--- config.mk ---
export PLATFORM = sky130hd
export DESIGN_NAME = data_bus_port_pair
export DESIGN_NICKNAME = d
export VERILOG_FILES = /design/src/core/data_bus_port_pair.v /design/src/core/lane_pin_cell.v
export VERILOG_INCLUDE_DIRS = /design/src /design/src/core
export SDC_FILE = /design/constraint.sdc
export NUM_CORES = 1
export LEC_CHECK = 0
export BUFFER_PORTS_ARGS = -buffer_cell sky130_fd_sc_hd__buf_2
export CORE_MARGIN = 5
export CORE_UTILIZATION = 48
export DETAILED_ROUTE_END_ITERATION = 7
export PLACE_DENSITY = 0.86
export SETUP_SLACK_MARGIN = 0.05
export SYNTH_ARGS = -nofsm -noshare
export SYNTH_HDL_FRONTEND = slang
export SYNTH_SLANG_ARGS = --single-unit
--- constraint.sdc ---
create_clock -name core_clk -period 2.17 [get_ports core_clk]
set_clock_uncertainty 0.15 [all_clocks]
set_input_delay 0.434 -clock core_clk [delete_from_list [all_inputs] [get_ports core_clk]]
set_output_delay 0.434 -clock core_clk [all_outputs]
set_load 0.01 [all_outputs]
--- src/core/dbus_port_defs.vh ---
`ifndef DBUS_PORT_DEFS_VH
`define DBUS_PORT_DEFS_VH

// Register offsets, lower 16 address bits
`define HI_LANE_DIRECTION_ADDR 16'hFEBC
`define HI_LANE_LATCH_ADDR 16'hFF6C
`define HI_LANE_PIN_VIEW_ADDR 16'hFF5C
`define HI_LANE_PULLUP_ADDR 16'hFF73
`define LO_LANE_DIRECTION_ADDR 16'hFEBD
`define LO_LANE_LATCH_ADDR 16'hFF6D
`define LO_LANE_PIN_VIEW_ADDR 16'hFF5D
`define LO_LANE_PULLUP_ADDR 16'hFF74

// Reset values
`define LANE_REG_RESET 8'h00
// Returned for write-only and unmapped reads
`define UNDEFINED_READ 8'h00

// Operating modes
`define MODE_EXT_FIRST 3'h4
`define MODE_EXT_LAST 3'h6
`define MODE_SINGLE_CHIP 3'h7

`endif

--- src/core/data_bus_port_pair.v ---
`timescale 1ns/100ps
`default_nettype none
`include "dbus_port_defs.vh"
module data_bus_port_pair #(
  parameter WIDTH = 8
) (
  input wire core_clk,
  input wire nrst,
  // Register port
  input wire [15:0] reg_addr,
  input wire [WIDTH-1:0] reg_wdata,
  input wire reg_wr,
  input wire reg_rd,
  output reg [WIDTH-1:0] reg_rdata,
  // Mode and standby
  input wire [2:0] mode_pins,
  input wire hw_standby,
  input wire sw_standby,
  input wire bus16_sel,
  // Bus controller data path
  input wire [2*WIDTH-1:0] dbus_out_data,
  input wire dbus_drive,
  output wire [2*WIDTH-1:0] dbus_in_data,
  // High lane pins
  input wire [WIDTH-1:0] hi_lane_pins_in,
  output wire [WIDTH-1:0] hi_lane_pins_out,
  output wire [WIDTH-1:0] hi_lane_pins_oe_n,
  output wire [WIDTH-1:0] hi_lane_pullup_on,
  // Low lane pins
  input wire [WIDTH-1:0] lo_lane_pins_in,
  output wire [WIDTH-1:0] lo_lane_pins_out,
  output wire [WIDTH-1:0] lo_lane_pins_oe_n,
  output wire [WIDTH-1:0] lo_lane_pullup_on,
  // Mode view
  output reg hi_lane_bus_mode,
  output reg lo_lane_bus_mode
);

  //////////////////////////////////////////////////////////////////////////
  // Mode decode helpers
  function ext_mode;
    input [2:0] m;
    begin
      ext_mode = (m >= `MODE_EXT_FIRST) && (m <= `MODE_EXT_LAST);
    end
  endfunction

  function single_mode;
    input [2:0] m;
    begin
      single_mode = (m == `MODE_SINGLE_CHIP);
    end
  endfunction

  // Low lane owned by the data path only on a wide bus
  function lo_on_bus;
    input [2:0] m;
    input wide;
    begin
      lo_on_bus = ext_mode(m) & wide;
    end
  endfunction

  // Low lane pull-ups also live in narrow external modes
  function lo_pullup_mode;
    input [2:0] m;
    input wide;
    begin
      lo_pullup_mode = single_mode(m) | (ext_mode(m) & ~wide);
    end
  endfunction

  // Full 16-bit compare; no partial decode, so no aliases
  function addr_hit;
    input [15:0] a;
    input [15:0] offset;
    begin
      addr_hit = (a == offset);
    end
  endfunction

  //////////////////////////////////////////////////////////////////////////
  // Pin-level inputs cross two flops first
  reg [2:0] mode_meta;
  reg [2:0] mode_sync;
  reg hw_stby_meta;
  reg hw_stby_sync;

  // Mode pins settle at power-up; two flops ride out a change
  always @(posedge core_clk)
  begin
    if (!nrst)
    begin
      mode_meta <= 3'h0;
      mode_sync <= 3'h0;
    end
    else
    begin
      mode_meta <= mode_pins;
      mode_sync <= mode_meta;
    end
  end

  // Standby pin may rise at any time
  always @(posedge core_clk)
  begin
    if (!nrst)
    begin
      hw_stby_meta <= 1'b0;
      hw_stby_sync <= 1'b0;
    end
    else
    begin
      hw_stby_meta <= hw_standby;
      hw_stby_sync <= hw_stby_meta;
    end
  end

  //////////////////////////////////////////////////////////////////////////
  // Lane ownership and pull-up permission
  wire is_ext;
  wire is_single;
  wire hi_bus;
  wire lo_bus;
  wire hi_pu_ok;
  wire lo_pu_ok;

  assign is_ext = ext_mode(mode_sync);
  assign is_single = single_mode(mode_sync);
  // Direction ignored by driver and pull-up whenever the lane carries data; pin view still uses it
  assign hi_bus = is_ext;
  assign lo_bus = lo_on_bus(mode_sync, bus16_sel);
  assign hi_pu_ok = is_single;
  assign lo_pu_ok = lo_pullup_mode(mode_sync, bus16_sel);

  // Registered copies let software-free logic watch ownership
  always @(posedge core_clk)
  begin
    if (!nrst)
    begin
      hi_lane_bus_mode <= 1'b0;
      lo_lane_bus_mode <= 1'b0;
    end
    else
    begin
      hi_lane_bus_mode <= hi_bus;
      lo_lane_bus_mode <= lo_bus;
    end
  end

  //////////////////////////////////////////////////////////////////////////
  // Address decode
  wire hit_hi_dir;
  wire hit_hi_latch;
  wire hit_hi_view;
  wire hit_hi_pu;
  wire hit_lo_dir;
  wire hit_lo_latch;
  wire hit_lo_view;
  wire hit_lo_pu;

  assign hit_hi_dir = addr_hit(reg_addr, `HI_LANE_DIRECTION_ADDR);
  assign hit_hi_latch = addr_hit(reg_addr, `HI_LANE_LATCH_ADDR);
  assign hit_hi_view = addr_hit(reg_addr, `HI_LANE_PIN_VIEW_ADDR);
  assign hit_hi_pu = addr_hit(reg_addr, `HI_LANE_PULLUP_ADDR);

  // Low lane offsets sit one above the high ones
  assign hit_lo_dir = addr_hit(reg_addr, `LO_LANE_DIRECTION_ADDR);
  assign hit_lo_latch = addr_hit(reg_addr, `LO_LANE_LATCH_ADDR);
  assign hit_lo_view = addr_hit(reg_addr, `LO_LANE_PIN_VIEW_ADDR);
  assign hit_lo_pu = addr_hit(reg_addr, `LO_LANE_PULLUP_ADDR);

  //////////////////////////////////////////////////////////////////////////
  // Software registers
  reg [WIDTH-1:0] hi_lane_direction;
  reg [WIDTH-1:0] hi_lane_output_latch;
  reg [WIDTH-1:0] hi_lane_pullup_control;
  reg [WIDTH-1:0] lo_lane_direction;
  reg [WIDTH-1:0] lo_lane_output_latch;
  reg [WIDTH-1:0] lo_lane_pullup_control;

  // Hardware standby acts as reset; software standby leaves these registers writable
  always @(posedge core_clk)
  begin
    if (!nrst || hw_stby_sync)
    begin
      hi_lane_direction <= `LANE_REG_RESET;
      hi_lane_output_latch <= `LANE_REG_RESET;
      hi_lane_pullup_control <= `LANE_REG_RESET;
    end
    else if (reg_wr)
    begin
      if (hit_hi_dir)
        hi_lane_direction <= reg_wdata;
      if (hit_hi_latch)
        hi_lane_output_latch <= reg_wdata;
      if (hit_hi_pu)
        hi_lane_pullup_control <= reg_wdata;
      // Pin view offset takes no write
    end
  end

  // Low lane kept apart; its ownership also hangs on bus width
  always @(posedge core_clk)
  begin
    if (!nrst || hw_stby_sync)
    begin
      lo_lane_direction <= `LANE_REG_RESET;
      lo_lane_output_latch <= `LANE_REG_RESET;
      lo_lane_pullup_control <= `LANE_REG_RESET;
    end
    else if (reg_wr)
    begin
      if (hit_lo_dir)
        lo_lane_direction <= reg_wdata;
      if (hit_lo_latch)
        lo_lane_output_latch <= reg_wdata;
      if (hit_lo_pu)
        lo_lane_pullup_control <= reg_wdata;
    end
  end

  //////////////////////////////////////////////////////////////////////////
  // Lane pin logic
  wire [WIDTH-1:0] hi_view;
  wire [WIDTH-1:0] lo_view;

  lane_pin_cell #(
    .WIDTH(WIDTH)
  ) u_hi_lane (
    .core_clk(core_clk),
    .nrst(nrst),
    .clear(hw_stby_sync),
    .freeze(sw_standby),
    .bus_owns(hi_bus),
    .pullup_allowed(hi_pu_ok),
    .direction(hi_lane_direction),
    .latch(hi_lane_output_latch),
    .pullup_ctl(hi_lane_pullup_control),
    .pins_in(hi_lane_pins_in),
    .bus_out(dbus_out_data[2*WIDTH-1:WIDTH]),
    .bus_drive(dbus_drive),
    .pins_out(hi_lane_pins_out),
    .pins_oe_n(hi_lane_pins_oe_n),
    .pullup_on(hi_lane_pullup_on),
    .pin_view(hi_view),
    .bus_in(dbus_in_data[2*WIDTH-1:WIDTH])
  );

  lane_pin_cell #(
    .WIDTH(WIDTH)
  ) u_lo_lane (
    .core_clk(core_clk),
    .nrst(nrst),
    .clear(hw_stby_sync),
    .freeze(sw_standby),
    .bus_owns(lo_bus),
    .pullup_allowed(lo_pu_ok),
    .direction(lo_lane_direction),
    .latch(lo_lane_output_latch),
    .pullup_ctl(lo_lane_pullup_control),
    .pins_in(lo_lane_pins_in),
    .bus_out(dbus_out_data[WIDTH-1:0]),
    .bus_drive(dbus_drive),
    .pins_out(lo_lane_pins_out),
    .pins_oe_n(lo_lane_pins_oe_n),
    .pullup_on(lo_lane_pullup_on),
    .pin_view(lo_view),
    .bus_in(dbus_in_data[WIDTH-1:0])
  );

  //////////////////////////////////////////////////////////////////////////
  // Read mux; write-only direction reads a fixed filler
  reg [WIDTH-1:0] next_rdata;

  always @*
  begin
    next_rdata = `UNDEFINED_READ;
    if (reg_rd)
    begin
      if (hit_hi_latch)
        next_rdata = hi_lane_output_latch;
      else if (hit_hi_view)
        next_rdata = hi_view;
      else if (hit_hi_pu)
        next_rdata = hi_lane_pullup_control;
      else if (hit_lo_latch)
        next_rdata = lo_lane_output_latch;
      else if (hit_lo_view)
        next_rdata = lo_view;
      else if (hit_lo_pu)
        next_rdata = lo_lane_pullup_control;
      else
        next_rdata = `UNDEFINED_READ;
    end
  end

  // Data stand only in the cycle after the strobe
  always @(posedge core_clk)
  begin
    if (!nrst)
      reg_rdata <= `UNDEFINED_READ;
    else
      reg_rdata <= next_rdata;
  end

endmodule // data_bus_port_pair
`default_nettype wire

--- src/core/lane_pin_cell.v ---
`timescale 1ns/100ps
`default_nettype none
module lane_pin_cell #(
  parameter WIDTH = 8
) (
  input wire core_clk,
  input wire nrst,
  input wire clear,
  input wire freeze,
  input wire bus_owns,
  input wire pullup_allowed,
  input wire [WIDTH-1:0] direction,
  input wire [WIDTH-1:0] latch,
  input wire [WIDTH-1:0] pullup_ctl,
  input wire [WIDTH-1:0] pins_in,
  input wire [WIDTH-1:0] bus_out,
  input wire bus_drive,
  output reg [WIDTH-1:0] pins_out,
  output reg [WIDTH-1:0] pins_oe_n,
  output reg [WIDTH-1:0] pullup_on,
  output reg [WIDTH-1:0] pin_view,
  output reg [WIDTH-1:0] bus_in
);

  // Two-stage synchroniser; only stage two feeds logic
  reg [WIDTH-1:0] pin_meta;
  reg [WIDTH-1:0] pin_sync;

  always @(posedge core_clk)
  begin
    if (!nrst)
    begin
      pin_meta <= {WIDTH{1'b0}};
      pin_sync <= {WIDTH{1'b0}};
    end
    else
    begin
      pin_meta <= pins_in;
      pin_sync <= pin_meta;
    end
  end

  //////////////////////////////////////////////////////////////////////////
  // Per-pin drive, pull-up and readback
  genvar i;
  generate
    for (i = 0; i < WIDTH; i = i + 1)
    begin : g_pin
      always @(posedge core_clk)
      begin
        if (!nrst || clear)
        begin
          pins_out[i] <= 1'b0;
          pins_oe_n[i] <= 1'b1;
          pullup_on[i] <= 1'b0;
          // Standby clears direction, so the view follows the pin
          pin_view[i] <= clear & nrst & pin_sync[i];
        end
        else
        begin
          // Bus owns the driver; latch and direction kept and still steer the pin view
          if (bus_owns)
          begin
            pins_out[i] <= bus_out[i];
            pins_oe_n[i] <= ~bus_drive;
          end
          else
          begin
            pins_out[i] <= latch[i];
            pins_oe_n[i] <= ~direction[i];
          end
          // Pull-up never on for driven or bus pins
          pullup_on[i] <= pullup_allowed & ~bus_owns & ~direction[i]
            & pullup_ctl[i];
          // Frozen in software standby so software sees last state
          if (!freeze)
            pin_view[i] <= direction[i] ? latch[i] : pin_sync[i];
        end
      end
    end
  endgenerate

  // Sampled pin levels go to the data path
  always @(posedge core_clk)
  begin
    if (!nrst)
      bus_in <= {WIDTH{1'b0}};
    else
      bus_in <= pin_sync;
  end

endmodule // lane_pin_cell
`default_nettype wire

### Word-level counts from Yosys, hierarchy flattened

Cells that the tools add are included.

* multiplexer cells: 86
* equal/unequal tests: 10
* reduce and logical (&&, ||, !) cells: 10
* $lt $le $gt $ge: 2
* bitwise operators: 74

Operators with widths (number)
* $eq 16x16->1 const B: 8
* $mux 1: 80
* $and 1x1->1: 53
* $mux 8: 6
* $not 1->1: 20
* $reduce_and 2->1: 7
* $eq 3x3->1 const B: 1
* $ge 3x3->1 const B: 1
* $le 3x3->1 const B: 1
* $ne 2x1->1 const B: 1
* $logic_and 1x1->1: 1
* $logic_not 1->1: 1
* $logic_or 1x1->1: 1
* $or 1x1->1: 1

* input bits: 67
* word-level logic and storage cells: 265
* output and inout port bits: 74
* register bits after elaboration: 178

### Longest topological paths before layout

* depth in word-level cells: 7
* mapped depth: 7
* gate-level depth less buffers: 6

### By module

A second synthesis with hierarchy kept.

* cells, all modules: 636
* area total of the unflattened synthesis: 6661.4 um2

Modules (own cells, without submodules)
* lane_pin_cell: area each 1915.6 um2, cells an instance 166, times used 2, seq. area each 1201.2 um2
* data_bus_port_pair: area each 2830.2 um2, cells an instance 304, times used 1, seq. area each 1321.3 um2

### Least setup slack after synthesis

Ideal clock, no wire load.

* path type: in2reg
* start point: input port reg_addr[1]
* end point: register reg_rdata[0]
* path slack: -0.085 ns
* required time: 1.897 ns
* path buffers: 1
* cell stages on the path: 6
* setup time: 0.123 ns
* data arrival time: 1.982 ns
* path through: nand4bb_1 or4_4 buf_6 or3_1 a222oi_1 o21ai_1

* word-level cells in the longest chain between the ends: 7
* elaborated cells on any way between the ends: 12
* classes of those cells: eq/ne: 6; mux: 6

RTL lines
* start: declaration: line data_bus_port_pair.v:10 `input wire [15:0] reg_addr,`
* $eq 16x16->1: line data_bus_port_pair.v:78 `addr_hit = (a == offset);`
* $mux 8: line data_bus_port_pair.v:291 `else if (hit_lo_pu)`
* $mux 8: line data_bus_port_pair.v:289 `else if (hit_lo_view)`
* $mux 8: line data_bus_port_pair.v:287 `else if (hit_lo_latch)`
* $mux 8: line data_bus_port_pair.v:285 `else if (hit_hi_pu)`
* $mux 8: line data_bus_port_pair.v:283 `else if (hit_hi_view)`
* $mux 8 (*): line data_bus_port_pair.v:281 `if (hit_hi_latch)`
* end signal: assignment: line data_bus_port_pair.v:302 `` reg_rdata <= `UNDEFINED_READ; ``
* end signal: assignment: line data_bus_port_pair.v:304 `reg_rdata <= next_rdata;`
* end: declaration: line data_bus_port_pair.v:14 `output reg [WIDTH-1:0] reg_rdata,`

Every way passes the cells marked *; elsewhere a longest branch is shown, timed or not.
A chain may end at the register's enable or synchronous reset.

### Worst setup path in the final report

* start point: input port reg_addr[7]
* end point: register reg_rdata[7]

Same word-level chain as after synthesis.

==> results.tsv <==
stage	metric	value	unit
placement	port bufs	140	
run	Max Cap Viol	0	
clock_tree	total CTS buffers	17	
clock_tree	CTS tree	yes	
global_route	largest net degree at the start of global routing	63	
timing	WHS	59.71	ps
timing	RSZ-0062 raised after global routing	no	
timing	Final Hold Viols	0	
drt	DRC	0	
drt	drt first-iter violations	442	
synthesis	Syn Inst Count	633	
timing	FMAX	0.5166	GHz
global_route	GR Util All Layers	21.54	%
floorplan	Initial Utilization	48.51	%
min_path	min-delay src	hi_lane_pins_in[5]	
worst_setup_path	crit end category	flip-flop	
drt	wire per inst	17.08	um
placement	post-DP HPWL	12.25	mm
floorplan	Chip Width	125.2	um
global_route	vias in the first global route	4877	
synthesis	Post-synth EDFFs	16	
placement	Placer Congestion	0.9450	
timing	fin crit share	89.21	%
floorplan	I/O Pins	141	
worst_setup_path	CP max FO	6	
synthesis	Area contributors post-synth	dfxtp_1 (51%), mux2i_1 (7.5%), edfxtp_1 (7.5%), nand2_1 (6.1%), and2_1 (5.9%)	
synthesis	synth unique cells	35	
synthesis	fraction of registers with async set/reset	0	%
cells_and_area	share of cells above drive strength 1	25.84	%
pwr	Worst IR Drop VDD	0.4387	mV
floorplan	core region area	13140	sq um
timing	max-slew violation count	0	
clock_tree	clock transition at the registers of the reported paths	70	ps
clock_tree	PostCTS Resize Cnt	0	
min_path	Hold Path Cell Cnt	2	
clock_tree	clock buffer depth	2	
synthesis	Mapped Nets	700	
pwr	Total Power	0.006741	W
synthesis	#FFs+latches synth	178	
synthesis	count leader, synth	dfxtp_1	
pwr	pwr/cell area	841.3	nW/um^2
clock_tree	Post-CTS Setup Inserts	0	
synthesis	top cell type's share of synthesized area	50.88	%
floorplan	std cell rows	42	
global_route	first-pass GRT wire length	26.14	mm
outcome	outcome	finished, final reports clean	
cells_and_area	Nets	859	
drt	DRT Pass-1 Iters	5	
clock_tree	clk_lat worst skew	430	ps
worst_setup_path	CP Class	in2reg	
synthesis	most common flop cell mapped by yosys	dfxtp_1	
synthesis	sequential element share of the synthesized area	58.42	%
drt	DRT antenna net count	0	
timing	final setup fails	0	
worst_setup_path	CP Launch Type	input port	
worst_setup_path	R2R depth	5	
synthesis	Synth top cells by count	dfxtp_1 (162), nand2_1 (103), and2_1 (60)	
drt	detailed-route wire length	16.76	mm
clock_tree	root buf cell	clkbuf_16	
worst_setup_path	reg2reg end	u_lo_lane.pullup_on[5]$_SDFF_PN0_	
min_path	Worst Hold Endpoint	u_hi_lane.pin_meta[5]$_SDFF_PN0_	
floorplan	Die ar.	15680	sq um
clock_tree	hold_buf cts	0	
timing	post-route setup TNS	0	ps
cells_and_area	Finished Core Util	60.99	%
drt	routed via count	5101	
clock_tree	H-Tree Depth	4	
clock_tree	Num Clock Sinks	178	
pwr	Pleak	3.619	nW
global_route	initial antenna violation count	2	
worst_setup_path	required time worst endpoint	2330	ps
worst_setup_path	worst reg2reg path startpoint	mode_sync[1]$_SDFF_PN0_	
cells_and_area	P&R area growth vs syn	25.72	%
floorplan	Chip Height	125.2	um
synthesis	Avg Inst Size Synth	10.07	sq um
synthesis	Synth Warn #	0	
timing	Worst-Margin Slew	595.7	ps
cells_and_area	Inserted Diodes	0	
worst_setup_path	crit path DAT	2100	ps
global_route	GR Overflow Total	0	
drt	Vias/cell	5.200	
timing	min Tclk post-route	1936	ps
worst_setup_path	R2R Setup Slk	260	ps
synthesis	Synth Cell Area	6374	sq um
synthesis	Synth area leader	dfxtp_1	
min_path	HP Class	in2reg	
timing	Slew HR	60.19	%
metrics by stage:
| step | instances | area, sq um | setup slack [ps] |
|---|---|---|---|
| after global placement | 949 | 7417 | -149.3 |
| after detailed placement | 949 | 7417 | -176.4 |
| after floorplan | 633 | 6374 | -40.03 |
| after CTS | 981 | 8013 | 284.5 |
| final | 981 | 8013 | 234.1 |
| after global routing | 981 | 8013 | 165.1 |
where the power goes:
| group | switching [W] | internal, W | total [W] |
|---|---|---|---|
| logic | 0.000175 | 0.000128 | 0.000303 |
| clock network | 0.00129 | 0.00173 | 0.00302 |
| registers | 0.0000298 | 0.00339 | 0.00342 |
| total | 0.00150 | 0.00524 | 0.00674 |
cells by family (layout without fill, tap and decap cells):
group	after synthesis	in the layout	share of synthesized area, %
buf+inv	29	201	1.924
mux	48	48	7.538
compound gates	76	76	7.224
flops	178	178	58.42
simple gates	302	302	24.89
routing by layer:
| metal | vias to the layer above | GRT usage (%) | wire length, um |
|---|---|---|---|
| met5 | - | 0 | 23 |
| met2 | 222 | 32.87 | 7415 |
| met1 | 2367 | 28.94 | 7214 |
| met4 | 4 | 8.992 | 562 |
| li1 | 2459 | - | - |
| met3 | 49 | 5.970 | 1541 |
cells in the final DEF, fill, tap and decap left out, types with 5 or more instances in the layout:
cell type / count
nor2_1: 35
edfxtp_1: 16
nand2b_1: 20
nor3b_1: 17
a21oi_1: 40
mux2i_1: 48
a21o_1: 8
buf_4: 27
nand2_1: 103
or3_1: 5
o22ai_1: 8
buf_2: 140
and3_1: 10
clkbuf_16: 18
nor2b_1: 19
nand3_1: 13
dfxtp_1: 162
and2_1: 60
how the worst max path moves through the flow:
stage,start,depth (start not counted),to
detailed placement,reg_addr[7],6,reg_rdata[0]$_SDFF_PN0_
CTS,reg_addr[7],6,reg_rdata[0]$_SDFF_PN0_
floorplan,reg_addr[13],6,reg_rdata[0]$_SDFF_PN0_
finish,reg_addr[7],7,reg_rdata[7]$_SDFF_PN0_
global route,reg_addr[7],7,reg_rdata[7]$_SDFF_PN0_
global placement,reg_addr[7],6,reg_rdata[5]$_SDFF_PN0_
final cells by class:
cell class                      count  area [sq um]
Fill cell                        1101          5125
Sequential cell                   178          3724
Multi-Input combinational cell    426          2530
Timing Repair Buffer              169         943.4
Clock buffer                       20         478.0
Tap cell                          176         220.2
Clock inverter                     12         117.6
critical path: stages:
cell and delay (ps):
buf_2 100, nand3b_1 190, or4_4 590, buf_4 170, or2_2 320, o21ai_0 210
nor3_1 90
Power figures use the tool's default switching activity.
